--- src/hdl/ffmd_defs.vh ---
// Register map, field positions and reset values of the freefall/motion unit
`ifndef FFMD_DEFS_VH
`define FFMD_DEFS_VH

// ------------------------------------------------------------
// Register offsets
// ------------------------------------------------------------
`define FFMD_ADDR_CONFIG 8'h15
`define FFMD_ADDR_SOURCE 8'h16

// ------------------------------------------------------------
// Configuration register fields
// ------------------------------------------------------------
`define FFMD_CFG_LATCH 7
`define FFMD_CFG_OR_AND 6
`define FFMD_CFG_Z_EN 5
`define FFMD_CFG_Y_EN 4
`define FFMD_CFG_X_EN 3
`define FFMD_CFG_STORED_MASK 8'hF8

// ------------------------------------------------------------
// Source register fields
// ------------------------------------------------------------
`define FFMD_SRC_EA 7
`define FFMD_SRC_ZERO 6
`define FFMD_SRC_Z_FLAG 5
`define FFMD_SRC_Z_SIGN 4
`define FFMD_SRC_Y_FLAG 3
`define FFMD_SRC_Y_SIGN 2
`define FFMD_SRC_X_FLAG 1
`define FFMD_SRC_X_SIGN 0

// ------------------------------------------------------------
// Reset values and constants
// ------------------------------------------------------------
`define FFMD_CONFIG_RESET 8'h00
`define FFMD_FLAGS_RESET 6'h00
`define FFMD_COUNT_RESET 8'h00
`define FFMD_RDATA_UNMAPPED 8'h00
`define FFMD_COUNT_ONE 8'h01
// Threshold weight, milli-g per count
`define FFMD_THS_MILLI_G_PER_LSB 63

`endif

--- src/hdl/ffmd_axis_cmp.v ---
// One-axis magnitude comparator against the shared 7-bit threshold
`default_nettype none

module ffmd_axis_cmp
(
   input wire [7:0] i_sample,
   input wire [6:0] i_threshold,
   output wire o_over,
   output wire o_under,
   output wire o_negative
);

   wire [7:0] magnitude;
   wire [7:0] ths_wide;

   // -128 gives 128, which still exceeds any 7-bit threshold
   assign magnitude = i_sample[7] ? (~i_sample + 8'h01) : i_sample;
   assign ths_wide = {1'b0, i_threshold};
   assign o_over = (magnitude > ths_wide);
   assign o_under = ~o_over;
   assign o_negative = i_sample[7];

endmodule // ffmd_axis_cmp

`default_nettype wire

--- src/hdl/ffmd_detector.v ---
// Freefall/motion detector: configuration, debounce and source register
`include "ffmd_defs.vh"
`default_nettype none

module ffmd_detector
(
   input wire i_clk,
   input wire i_reset_n,
   input wire [7:0] i_reg_addr,
   input wire i_reg_wr,
   input wire [7:0] i_reg_wdata,
   input wire i_reg_rd,
   output reg [7:0] o_reg_rdata,
   input wire i_sample_valid,
   input wire [7:0] i_x_sample,
   input wire [7:0] i_y_sample,
   input wire [7:0] i_z_sample,
   input wire [6:0] i_detect_threshold,
   input wire i_debounce_lapse_mode,
   input wire [7:0] i_debounce_target,
   input wire i_detect_irq_enable,
   input wire i_detect_irq_route,
   output reg o_event_active,
   output reg o_irq_line1,
   output reg o_irq_line2
);

   // ------------------------------------------------------------
   // Helpers
   // ------------------------------------------------------------
   function [7:0] ffmd_step_down;
      input [7:0] value;
      begin
         ffmd_step_down = (value == `FFMD_COUNT_RESET) ? `FFMD_COUNT_RESET
            : (value - `FFMD_COUNT_ONE);
      end
   endfunction

   // Register select, used by both strobes
   function ffmd_addr_hit;
      input [7:0] addr;
      input [7:0] offset;
      begin
         ffmd_addr_hit = (addr == offset);
      end
   endfunction

   // ------------------------------------------------------------
   // State
   // ------------------------------------------------------------
   reg [7:0] detect_config_reg;
   reg event_active;
   reg [5:0] axis_flags;
   reg [7:0] debounce_count;

   reg [7:0] next_count;
   reg next_active;
   reg [5:0] next_flags;

   wire latch_events;
   wire or_and_select;
   wire z_axis_enable;
   wire y_axis_enable;
   wire x_axis_enable;
   wire any_enable;
   wire x_over;
   wire x_under;
   wire x_neg;
   wire y_over;
   wire y_under;
   wire y_neg;
   wire z_over;
   wire z_under;
   wire z_neg;
   wire motion_cond;
   wire freefall_cond;
   wire condition;
   wire src_read;
   wire cfg_write;
   wire [5:0] live_flags;
   wire [5:0] enable_mask;
   wire [7:0] detect_source_reg;
   wire [7:0] base_count;
   wire src_hit;
   wire cfg_hit;
   wire next_irq1;
   wire next_irq2;

   assign latch_events = detect_config_reg[`FFMD_CFG_LATCH];
   assign or_and_select = detect_config_reg[`FFMD_CFG_OR_AND];
   assign z_axis_enable = detect_config_reg[`FFMD_CFG_Z_EN];
   assign y_axis_enable = detect_config_reg[`FFMD_CFG_Y_EN];
   assign x_axis_enable = detect_config_reg[`FFMD_CFG_X_EN];
   assign any_enable = z_axis_enable | y_axis_enable | x_axis_enable;

   // ------------------------------------------------------------
   // Axis comparisons
   // ------------------------------------------------------------
   // Samples are signed, already scaled to threshold units
   ffmd_axis_cmp u_cmp_x
   (
      .i_sample(i_x_sample),
      .i_threshold(i_detect_threshold),
      .o_over(x_over),
      .o_under(x_under),
      .o_negative(x_neg)
   );

   ffmd_axis_cmp u_cmp_y
   (
      .i_sample(i_y_sample),
      .i_threshold(i_detect_threshold),
      .o_over(y_over),
      .o_under(y_under),
      .o_negative(y_neg)
   );

   ffmd_axis_cmp u_cmp_z
   (
      .i_sample(i_z_sample),
      .i_threshold(i_detect_threshold),
      .o_over(z_over),
      .o_under(z_under),
      .o_negative(z_neg)
   );

   // Disabled axes do not veto freefall and never raise motion
   assign motion_cond = (x_axis_enable & x_over) | (y_axis_enable & y_over)
      | (z_axis_enable & z_over);
   assign freefall_cond = (~x_axis_enable | x_under)
      & (~y_axis_enable | y_under) & (~z_axis_enable | z_under);
   assign condition = any_enable
      & (or_and_select ? motion_cond : freefall_cond);

   // Raw high-g flags, sign only set with its axis flag
   assign live_flags = {z_over, z_over & z_neg, y_over, y_over & y_neg,
      x_over, x_over & x_neg};
   assign enable_mask = {z_axis_enable, z_axis_enable, y_axis_enable,
      y_axis_enable, x_axis_enable, x_axis_enable};

   // ------------------------------------------------------------
   // Register access
   // ------------------------------------------------------------
   assign src_hit = ffmd_addr_hit(i_reg_addr, `FFMD_ADDR_SOURCE);
   assign cfg_hit = ffmd_addr_hit(i_reg_addr, `FFMD_ADDR_CONFIG);
   assign src_read = i_reg_rd & src_hit;
   assign cfg_write = i_reg_wr & cfg_hit;

   // ------------------------------------------------------------
   // Source register view
   // ------------------------------------------------------------
   // Masking at the read port keeps disabled axes at zero
   assign detect_source_reg = {event_active, 1'b0,
      axis_flags & enable_mask};

   // A latched read restarts the debounce from zero
   assign base_count = (latch_events & src_read) ? `FFMD_COUNT_RESET
      : debounce_count;

   // ------------------------------------------------------------
   // Debounce and event logic
   // ------------------------------------------------------------
   always @*
   begin
      next_count = base_count;
      next_active = event_active;
      next_flags = axis_flags;
      if (latch_events & src_read)
      begin
         next_active = 1'b0;
         next_flags = `FFMD_FLAGS_RESET;
      end
      if (i_sample_valid)
      begin
         if (condition)
         begin
            // Never counts past the target
            if (base_count < i_debounce_target)
            begin
               next_count = base_count + `FFMD_COUNT_ONE;
            end
         end
         else if (i_debounce_lapse_mode)
         begin
            next_count = `FFMD_COUNT_RESET;
         end
         else
         begin
            next_count = ffmd_step_down(base_count);
         end
         if (condition && (next_count == i_debounce_target))
         begin
            // Set beats a clearing read in the same cycle
            next_active = 1'b1;
         end
         else if (!latch_events && !condition
            && (next_count == `FFMD_COUNT_RESET))
         begin
            next_active = 1'b0;
         end
         // Frozen once latched and active
         if (!(latch_events && event_active && !src_read))
         begin
            next_flags = live_flags;
         end
      end
      if (!any_enable)
      begin
         next_count = `FFMD_COUNT_RESET;
         next_active = 1'b0;
      end
   end

   // ------------------------------------------------------------
   // Interrupt routing
   // ------------------------------------------------------------
   // Route high selects line 1, low selects line 2
   // Taken from the next flag so the lines change with the event bit
   assign next_irq1 = next_active & i_detect_irq_enable
      & i_detect_irq_route;
   assign next_irq2 = next_active & i_detect_irq_enable
      & ~i_detect_irq_route;

   // ------------------------------------------------------------
   // Registers
   // ------------------------------------------------------------
   always @(posedge i_clk)
   begin
      if (!i_reset_n)
      begin
         detect_config_reg <= `FFMD_CONFIG_RESET;
         event_active <= 1'b0;
         axis_flags <= `FFMD_FLAGS_RESET;
         debounce_count <= `FFMD_COUNT_RESET;
         o_reg_rdata <= `FFMD_RDATA_UNMAPPED;
         o_event_active <= 1'b0;
         o_irq_line1 <= 1'b0;
         o_irq_line2 <= 1'b0;
      end
      else
      begin
         if (cfg_write)
         begin
            // Low three bits are not stored and read zero
            detect_config_reg <= i_reg_wdata
               & `FFMD_CFG_STORED_MASK;
         end
         event_active <= next_active;
         axis_flags <= next_flags;
         debounce_count <= next_count;
         if (i_reg_rd)
         begin
            case (i_reg_addr)
               `FFMD_ADDR_CONFIG:
               begin
                  o_reg_rdata <= detect_config_reg;
               end
               `FFMD_ADDR_SOURCE:
               begin
                  // Captures the value before the read clears it
                  o_reg_rdata <= detect_source_reg;
               end
               default:
               begin
                  // Unmapped offsets read as zero
                  o_reg_rdata <= `FFMD_RDATA_UNMAPPED;
               end
            endcase
         end
         o_event_active <= next_active;
         o_irq_line1 <= next_irq1;
         o_irq_line2 <= next_irq2;
      end
   end

endmodule // ffmd_detector

`default_nettype wire
--- config.mk ---
export PLATFORM = sky130hd
export DESIGN_NAME = ffmd_detector
export DESIGN_NICKNAME = d
export VERILOG_FILES = /design/src/hdl/ffmd_axis_cmp.v /design/src/hdl/ffmd_detector.v
export VERILOG_INCLUDE_DIRS = /design/src /design/src/hdl
export SDC_FILE = /design/constraint.sdc
export NUM_CORES = 1
export LEC_CHECK = 0
export ABC_AREA = 0
export ABC_CLOCK_PERIOD_IN_PS = 4900
export BUFFER_PORTS_ARGS = -buffer_cell sky130_fd_sc_hd__buf_2
export CAP_MARGIN = 15
export CORE_MARGIN = 2
export CORE_UTILIZATION = 57
export CTS_BUF_LIST = sky130_fd_sc_hd__clkbuf_4
export DETAILED_ROUTE_END_ITERATION = 6
export GPL_TIMING_DRIVEN = 0
export PLACE_DENSITY = 0.84
export SYNTH_ARGS = -nofsm -noshare
export SYNTH_HDL_FRONTEND = slang
export SYNTH_SLANG_ARGS = --single-unit
--- constraint.sdc ---
create_clock -name i_clk -period 4.9 [get_ports i_clk]
set_input_delay 0.245 -clock i_clk [delete_from_list [all_inputs] [get_ports i_clk]]
set_output_delay 0.245 -clock i_clk [all_outputs]
set_load 0.05 [all_outputs]
==> impl_metrics.ini, run 1 <==
[outcome]
outcome = completed

[yosys]
synth_ff_type = dfxtp_1
synth-edff-count = 0
yosys_warnings = 0
async_reset_ff_share_pct = 0
synth_top_family_by_area = simple AND/OR/NAND/NOR gates
yosysSeqAreaShare_pct = 18.9
synth-compound-area-share_pct = 23.7
synth_mux_area_share_pct = 2.88
syn_area_um2 = 3180
synthSimpleGateAreaFrac_pct = 28.9
synthAdderAreaFrac_pct = 13.0
synthXorXnorAreaFrac_pct = 6.89
netlist-cell-type-count = 59
synth_cells = 419
synthesis.nets = 515
synth-seq-cells = 30
avgSynthCellArea_um2 = 7.58

[detailed_routing]
ant_nets = 0
firstDrtPassIters = 5
vias = 3455
wl_per_cell_um = 15.4
wirelength_um = 8740
drc = 0
via_per_inst = 6.07
drtIter0Drc = 339

[global_route]
grtUsageTotal_pct = 28.8
antenna_found_initial = 0
grt_pass1_wl_um = 14500
grt-ovfl-total = 0
grt_pass1_vias = 3299
grt_max_degree = 11

[finish]
nets = 592
design_area_um2 = 3710
fillCellCount = 472
final_core_util_pct = 68.2
num_antenna_cells = 0
syn_to_final_growth_pct = 16.7
drive_above_1_share_pct = 18.7
fin_cells = 569
reg_top3 = debounce_count (8), o_reg_rdata (8), axis_flags (6)

[timing]
holdWs_ns = 0.0745
slew_viol_final = 0
worst_slew_pin_slew_ns = 1.17
min_period_over_period_pct = 92.9
finalCriticalPeriod_ns = 4.55
slew_headroom_pct = 20.8
hold_viol = 0
finalSetupViolations = 0
max_freq_mhz = 220
rsz0062_at_grt = no
fin_skew_ns = 0.0153

[pwr]
power.total_mw = 0.557
sequentialPowerShare_pct = 44.9
pwr-share-comb_pct = 29.0
power_frac_clock_pct = 26.1
p_leak_nw = 1.56
ir_drop_mv = 0.169
p_sw_mw = 0.181
p_int_mw = 0.376
pwr_density_cell_nw_per_um2 = 150
p_sw_share_pct = 32.5

[cts]
numClockSinks = 30
cts.clk_slew.worst_paths_ns = 0.09
numCtsBuffers = 5
clockBufferDepth = 2
clk_latency_ns = 0.34
cts_root_buffer = clkbuf_4
cts_tree = built
cts_max_level = 2

[worst_setup_path]
critPathMaxFanout = 10
worstReg2RegStart = detect_config_reg[7]
crit_start = i_reg_addr[3]
r2r_end = o_irq_line2
r2r_cells = 15
startpoint_type = input port
cp.arrival_ns = 4.81
reg2reg_setup_slack_ns = 0.46
worstSetupEndpointType = flop
crit_end = o_irq_line2
worstSetupPathType = in -> reg
required_ns = 5.16

[floorplan]
dieHeight_um = 78.7
rows = 27
dieArea_um2 = 6190
start_util_pct = 58.4
die_w_um = 78.7
boundaryPins = 74
core_um2 = 5440

[placed_design]
postPlaceCellArea_um2 = 3620
io_buffer_count = 69
hpwlAfterDp_um = 6940
dpl.cell_count = 561
gp_congestion = 0.958

[min_path]
min_path_type = in -> reg

[job]
cap_violations = 0
-- worst min path at each step --
stage	start	endpoint	slack, ns	depth (start not counted)
floorplan	i_detect_irq_route	o_irq_line2	0.31	1
global placement	i_detect_irq_route	o_irq_line2	0.41	2
detailed placement	i_detect_irq_route	o_irq_line2	0.42	2
CTS	i_detect_irq_route	o_irq_line2	0.07	2
global route	i_detect_irq_route	o_irq_line2	0.07	2
finish	i_detect_irq_route	o_irq_line2	0.07	2
-- area by class of cell --
class | count | area (um^2) | share of cell area, %
clock inverter | 3 | 16.3 | 0.439
tap | 72 | 90.1 | 2.43
sequential | 30 | 601 | 16.2
multi-input combinational | 343 | 2430 | 65.5
timing repair buffer | 70 | 350 | 9.45
clock buffer | 5 | 37.5 | 1.01
buffer | 15 | 66.3 | 1.79
inverter | 31 | 116 | 3.14
-- critical path: stages --
cell       delay [ns]
buf_2            0.09
or4b_4           0.58
nor3_4           0.21
nand3_1          0.18
clkbuf_2         0.24
nand2_1          0.17
inv_1            0.11
ha_1             0.32
a21oi_1          0.15
a21boi_0         0.11
or2_2            0.35
or2_0            0.25
buf_6            0.14
nor4_4           0.29
xnor2_1          0.12
or4_4            0.55
a2111oi_4        0.30
o2111ai_2        0.20
a21oi_1          0.20
-- logic make-up after synthesis --
logic type,Yosys count
multiplexers,9
buffers and inverters,46
flip-flops,30
XOR/XNOR,25
AND/OR/NAND/NOR,164
AO/OA/AOI/OAI,112
adder cells (fa/ha/maj),33
-- what timing repair did --
item                       in CTS  in global routing
setup endpoints to repair       0                  3
hold buffers                    0                  0
resized for setup               0                  7
setup buffers                   0                  0
-- layer usage --
| metal | part of all wire [%] | GRT usage, % |
|---|---|---|
| met2 | 51 | 53.1 |
| met1 | 41 | 33.8 |
| met5 | 0 | 0 |
| met3 | 6.4 | 4.25 |
| met4 | 2.1 | 9.65 |
-- synth_stat cells, types with 10 or more instances --
| library cell | instances | share of area (%) |
|---|---|---|
| a21oi_1 | 32 | 5.0 |
| and3_1 | 10 | 2.0 |
| clkbuf_1 | 12 | 1.4 |
| dfxtp_1 | 30 | 19 |
| ha_1 | 33 | 13 |
| inv_1 | 29 | 3.4 |
| nand2_1 | 27 | 3.2 |
| nand2b_1 | 10 | 2.0 |
| nand3_1 | 23 | 3.6 |
| nor2_1 | 21 | 2.5 |
| nor2b_1 | 22 | 4.3 |
| nor3_1 | 10 | 1.6 |
| o21ai_0 | 26 | 4.1 |
| or3_1 | 12 | 2.4 |
| xnor2_1 | 24 | 6.6 |
-- power groups by stage --
stage                     Combinational, mW  Sequential [mW]  Clock (mW)
final                                 0.162            0.250       0.146
after global routing                  0.181            0.250       0.156
after CTS                             0.160            0.250       0.147
after detailed placement              0.159            0.255           0
after global placement                0.151            0.255           0
after floorplan                       0.104            0.255           0
-- layout by cell type (no fill, tap or decap), types with 3 or more instances in the layout --
master and n:
inv_1 29, o211ai_1 4, nand2b_1 10, a22oi_1 5, dfxtp_1 30, ha_1 33, clkinv_1 3, o31ai_1 9
o21ai_0 26, or3_1 12, buf_2 70, nor2_1 21, a32oi_1 5, nor2b_1 22, xnor2_1 24, a21oi_1 32
nand4b_1 3, mux2i_1 8, nor3_1 8, clkbuf_1 11, nand4_1 7, clkbuf_4 5, a31oi_1 3, and3_1 10
a21boi_0 5, nor4b_1 4, nand2_1 27, nand3_1 23
-- metrics by stage --
stage | setup TNS (ns) | worst slack (ns)
finish | 0 | 0.346
global placement | -0.385 | -0.174
detailed placement | -0.533 | -0.240
CTS | 0 | 0.0915
global route | 0 | 0.0282
floorplan | 0 | 0.460
Power figures use the tool's default switching activity.
==> run 2: changes to the inputs <==
Settings changed: CORE_UTILIZATION 57 to 46, PLACE_DENSITY 0.84 to 0.7, REMOVE_ABC_BUFFERS set to 1.
==> impl_metrics.ini, run 2 (synthesis results as in run 1) <==
[job]
cap_violations = 0

[global_route]
grt_pass1_vias = 3083
grt_pass1_wl_um = 13800
antenna_found_initial = 0
grt_max_degree = 26
grt-ovfl-total = 0
grtUsageTotal_pct = 22.3

[placed_design]
hpwlAfterDp_um = 6580
gp_congestion = 0.905
io_buffer_count = 70
postPlaceCellArea_um2 = 3570

[min_path]
min_path_type = in -> reg
holdPathStages = 2
holdPathEnd = o_irq_line2
worstHoldStart = i_detect_irq_route

[floorplan]
rows = 30
dieHeight_um = 87.1
start_util_pct = 47.0
dieArea_um2 = 7590
die_w_um = 87.1
boundaryPins = 74
core_um2 = 6760

[worst_setup_path]
r2r_cells = 14
critPathMaxFanout = 12
worstSetupEndpointType = flop
r2r_end = o_irq_line2
reg2reg_setup_slack_ns = 0.33
cp.arrival_ns = 4.96
required_ns = 5.18
worstReg2RegStart = detect_config_reg[7]
worstSetupPathType = in -> reg
startpoint_type = input port

[cts]
cts_max_level = 2
cts_root_buffer = clkbuf_4
clk_latency_ns = 0.34
clockBufferDepth = 2
numCtsBuffers = 5
numClockSinks = 30
cts_tree = built
hold_buffers = 0
cts.clk_slew.worst_paths_ns = 0.11

[timing]
min_period_over_period_pct = 95.6
slew_viol_final = 0
fin_skew_ns = 0.00706
finalCriticalPeriod_ns = 4.68
worst_slew_pin_slew_ns = 0.820
slew_headroom_pct = 45.4
finalSetupViolations = 0
hold_viol = 0
max_freq_mhz = 214

[pwr]
p_sw_share_pct = 33.2
pwr-share-comb_pct = 28.4
p_leak_nw = 1.54
power_frac_clock_pct = 27.1
pwr_density_cell_nw_per_um2 = 154
sequentialPowerShare_pct = 44.5
p_sw_mw = 0.186
p_int_mw = 0.375
ir_drop_mv = 0.114

[detailed_routing]
drc = 0
vias = 3312
via_per_inst = 5.88
ant_nets = 0
wirelength_um = 8360
drtIter0Drc = 193
firstDrtPassIters = 5
wl_per_cell_um = 14.9

[finish]
layout_common_cells = buf_2 (70), ha_1 (33), a21oi_1 (32)
fillCellCount = 659
nets = 578
seqCellArea_um2 = 601
multi_input_area_um2 = 2420
drive_above_1_share_pct = 19.0
final_core_util_pct = 54.0
design_area_um2 = 3650
layout_commonest_cell = buf_2
num_antenna_cells = 0
reg_top3 = debounce_count (8), o_reg_rdata (8), axis_flags (6)
syn_to_final_growth_pct = 14.8

[outcome]
outcome = completed
-- run 2: power groups by stage --
stage / sequential, mW / combinational, mW / clock [mW]
floorplan: 0.255 / 0.100 / 0
global placement: 0.255 / 0.152 / 0
detailed placement: 0.255 / 0.159 / 0
CTS: 0.250 / 0.160 / 0.153
global route: 0.250 / 0.183 / 0.161
finish: 0.250 / 0.160 / 0.152
-- run 2: final cells by class --
cell class / instances / share of cell area [%]
Timing Repair Buffer: 71 / 9.81
Clock inverter: 3 / 0.446
Inverter: 31 / 3.19
Sequential cell: 30 / 16.5
Clock buffer: 5 / 1.03
Multi-Input combinational cell: 343 / 66.3
Tap cell: 80 / 2.74
-- run 2: metrics by stage --
stage	TNS [ns]	total power [mW]	std cells	setup WS, ns	hold WS (ns)
final	0	0.562	563	0.218	0.0538
after global routing	-0.0115	0.594	563	-0.0115	0.0585
after CTS	0	0.562	563	0.0760	0.0563
after detailed placement	-2.38	0.414	555	-0.825	0.417
after global placement	-2.16	0.408	554	-0.761	0.416
after floorplan	0	0.355	404	0.177	0.314
-- run 2: critical path, stage by stage --
cell	delay (ns)
buf_2	0.09
or4b_4	0.58
nor3_2	0.38
nand3_4	0.25
nand2_2	0.25
clkinv_1	0.26
ha_1	0.26
a21oi_1	0.19
o21bai_1	0.09
or2_2	0.32
or2_1	0.36
nor4_4	0.33
xnor2_1	0.13
or4_4	0.54
a2111oi_2	0.29
o2111ai_1	0.19
a21oi_1	0.19
-- run 2: layer usage --
metal / vias up / part of all wire [%] / global-route usage (%)
met5: - / 0 / 0
met4: 0 / 1.8 / 6.99
met3: 15 / 4.2 / 3.79
met2: 98 / 49 / 38.1
met1: 1533 / 45 / 28.5
li1: 1666 / - / -
-- run 2: worst max path at each step --
stage | from | end | slack [ns] | depth (start not counted)
3_5_place_dp | i_reg_addr[3] | o_irq_line2 | -0.82 | 17
4_1_cts | i_reg_addr[3] | o_irq_line2 | 0.08 | 17
2_1_floorplan | i_reg_addr[3] | o_irq_line2 | 0.18 | 16
6_report | i_reg_addr[3] | o_irq_line2 | 0.22 | 17
3_3_place_gp | i_reg_addr[3] | o_irq_line2 | -0.76 | 17
5_1_grt | i_reg_addr[3] | o_irq_line2 | -0.01 | 17
-- run 2: repair_timing --
item / in CTS / in global routing
setup buffers: 0 / 0
setup endpoints to repair: 3 / 3
gates resized for setup: 4 / 2
endpoints found under the hold margin: 0 / 0
==> run 3: changes to the inputs <==
Settings changed: CELL_PAD_IN_SITES_DETAIL_PLACEMENT set to 1, CELL_PAD_IN_SITES_GLOBAL_PLACEMENT set to 2, CORE_UTILIZATION 46 to 32, PLACE_DENSITY 0.7 to unset, PLACE_DENSITY_LB_ADDON set to 0.1.
==> impl_metrics.ini, run 3 (synthesis results as in run 1) <==
[timing]
setup_tns_ns = 0
min_period_over_period_pct = 94.9
finalSetupViolations = 0
max_freq_mhz = 215
fin_skew_ns = 0.0267
holdWs_ns = 0.0481
slew_viol_final = 0
worst_slew_pin_slew_ns = 1.03
slew_headroom_pct = 31.1
hold_viol = 0
finalCriticalPeriod_ns = 4.65

[placed_design]
gp_congestion = 0.821
hpwlAfterDp_um = 8220
io_buffer_count = 70

[finish]
layout_commonest_cell = buf_2
layout_common_cells = buf_2 (70), ha_1 (33), a21oi_1 (32)
drive_above_1_share_pct = 19.3
reg_top3 = debounce_count (8), o_reg_rdata (8), axis_flags (6)
num_antenna_cells = 0
nets = 577
syn_to_final_growth_pct = 16.9

[global_route]
grt_max_degree = 26
antenna_found_initial = 0
grt_pass1_wl_um = 16800
grt-ovfl-total = 0
grt_pass1_vias = 3342
grtUsageTotal_pct = 19.1

[cts]
ctsResizeCount = 6
cts_root_buffer = clkbuf_4
cts.clk_slew.worst_paths_ns = 0.12
clockBufferDepth = 2
hold_buffers = 0
cts_tree = built
cts_setup_buffers = 0
numCtsBuffers = 5
numClockSinks = 30
clk_latency_ns = 0.36
cts_max_level = 2

[worst_setup_path]
critPathMaxFanout = 12
startpoint_type = input port
worstSetupPathType = in -> reg
worstSetupEndpointType = flop
cp.arrival_ns = 4.94
required_ns = 5.19

[detailed_routing]
wirelength_um = 10100
wl_per_cell_um = 16.4
vias = 3308
firstDrtPassIters = 4
ant_nets = 0
via_per_inst = 5.38
drc = 0
drtIter0Drc = 98

[floorplan]
rows = 36
core_um2 = 9680
dieHeight_um = 104
start_util_pct = 32.8
die_w_um = 104
dieArea_um2 = 10700
boundaryPins = 74

[pwr]
p_sw_share_pct = 34.6
pwr_density_cell_nw_per_um2 = 155
p_int_mw = 0.376
power_frac_clock_pct = 28.1
p_sw_mw = 0.198
p_leak_nw = 1.53
power.total_mw = 0.574
sequentialPowerShare_pct = 43.6
pwr-share-comb_pct = 28.3
ir_drop_mv = 0.0959

[job]
cap_violations = 0

[outcome]
outcome = completed

[min_path]
min_path_type = in -> reg
-- run 3: stage by stage --
stage | setup slack [ns] | std cells | utilization (%) | cell area (um^2)
floorplan | 0.177 | 404 | - | 3110
global placement | -1.17 | 607 | 37.5 | 3630
detailed placement | -1.14 | 607 | 37.5 | 3630
CTS | 0.165 | 615 | 38.3 | 3710
global route | -0.00721 | 615 | 38.4 | 3710
finish | 0.248 | 615 | 38.4 | 3710
-- run 3: worst paths after layout --
check | from | to | slack (ns) | cells past startpoint
worst max-delay path | i_reg_addr[3] | o_irq_line2 | 0.25 | 17
worst min-delay path | i_detect_irq_route | o_irq_line2 | 0.05 | 2
worst max register to register | detect_config_reg[7] | o_irq_line2 | 0.35 | 14
worst min register to register | o_reg_rdata[5] | o_reg_rdata[5] | 0.49 | 2
-- run 3: layout make-up --
type | instances | area [um^2]
Clock buffer | 5 | 37.5
Clock inverter | 3 | 16.3
Fill cell | 1211 | 5970
Inverter | 31 | 116
Multi-Input combinational cell | 343 | 2430
Sequential cell | 30 | 601
Tap cell | 133 | 166
Timing Repair Buffer | 70 | 350
-- run 3: worst max-delay path, stage by stage --
cell and delay [ns]:
buf_2 0.09, or4b_4 0.58, nor3_2 0.33, nand3_4 0.24, nand2_2 0.25, clkinv_1 0.28, ha_1 0.27, a21oi_1 0.16
o21bai_1 0.09, or2_2 0.33, or2_4 0.32, nor4_4 0.30, xnor2_1 0.12, or4_4 0.55, a2111oi_2 0.38, o2111ai_1 0.19
a21oi_1 0.19
-- run 3: power groups by stage --
stage | Sequential [mW] | Clock, mW | Combinational [mW]
CTS | 0.250 | 0.165 | 0.165
global route | 0.251 | 0.174 | 0.187
floorplan | 0.255 | 0 | 0.100
finish | 0.251 | 0.161 | 0.162
detailed placement | 0.256 | 0 | 0.164
global placement | 0.256 | 0 | 0.157
-- run 3: routing by layer --
metal	part of all wire, %	global-route usage, %
met5	0	0
met4	0.68	3.57
met3	2.6	2.64
met2	49	32.6
met1	48	25.8
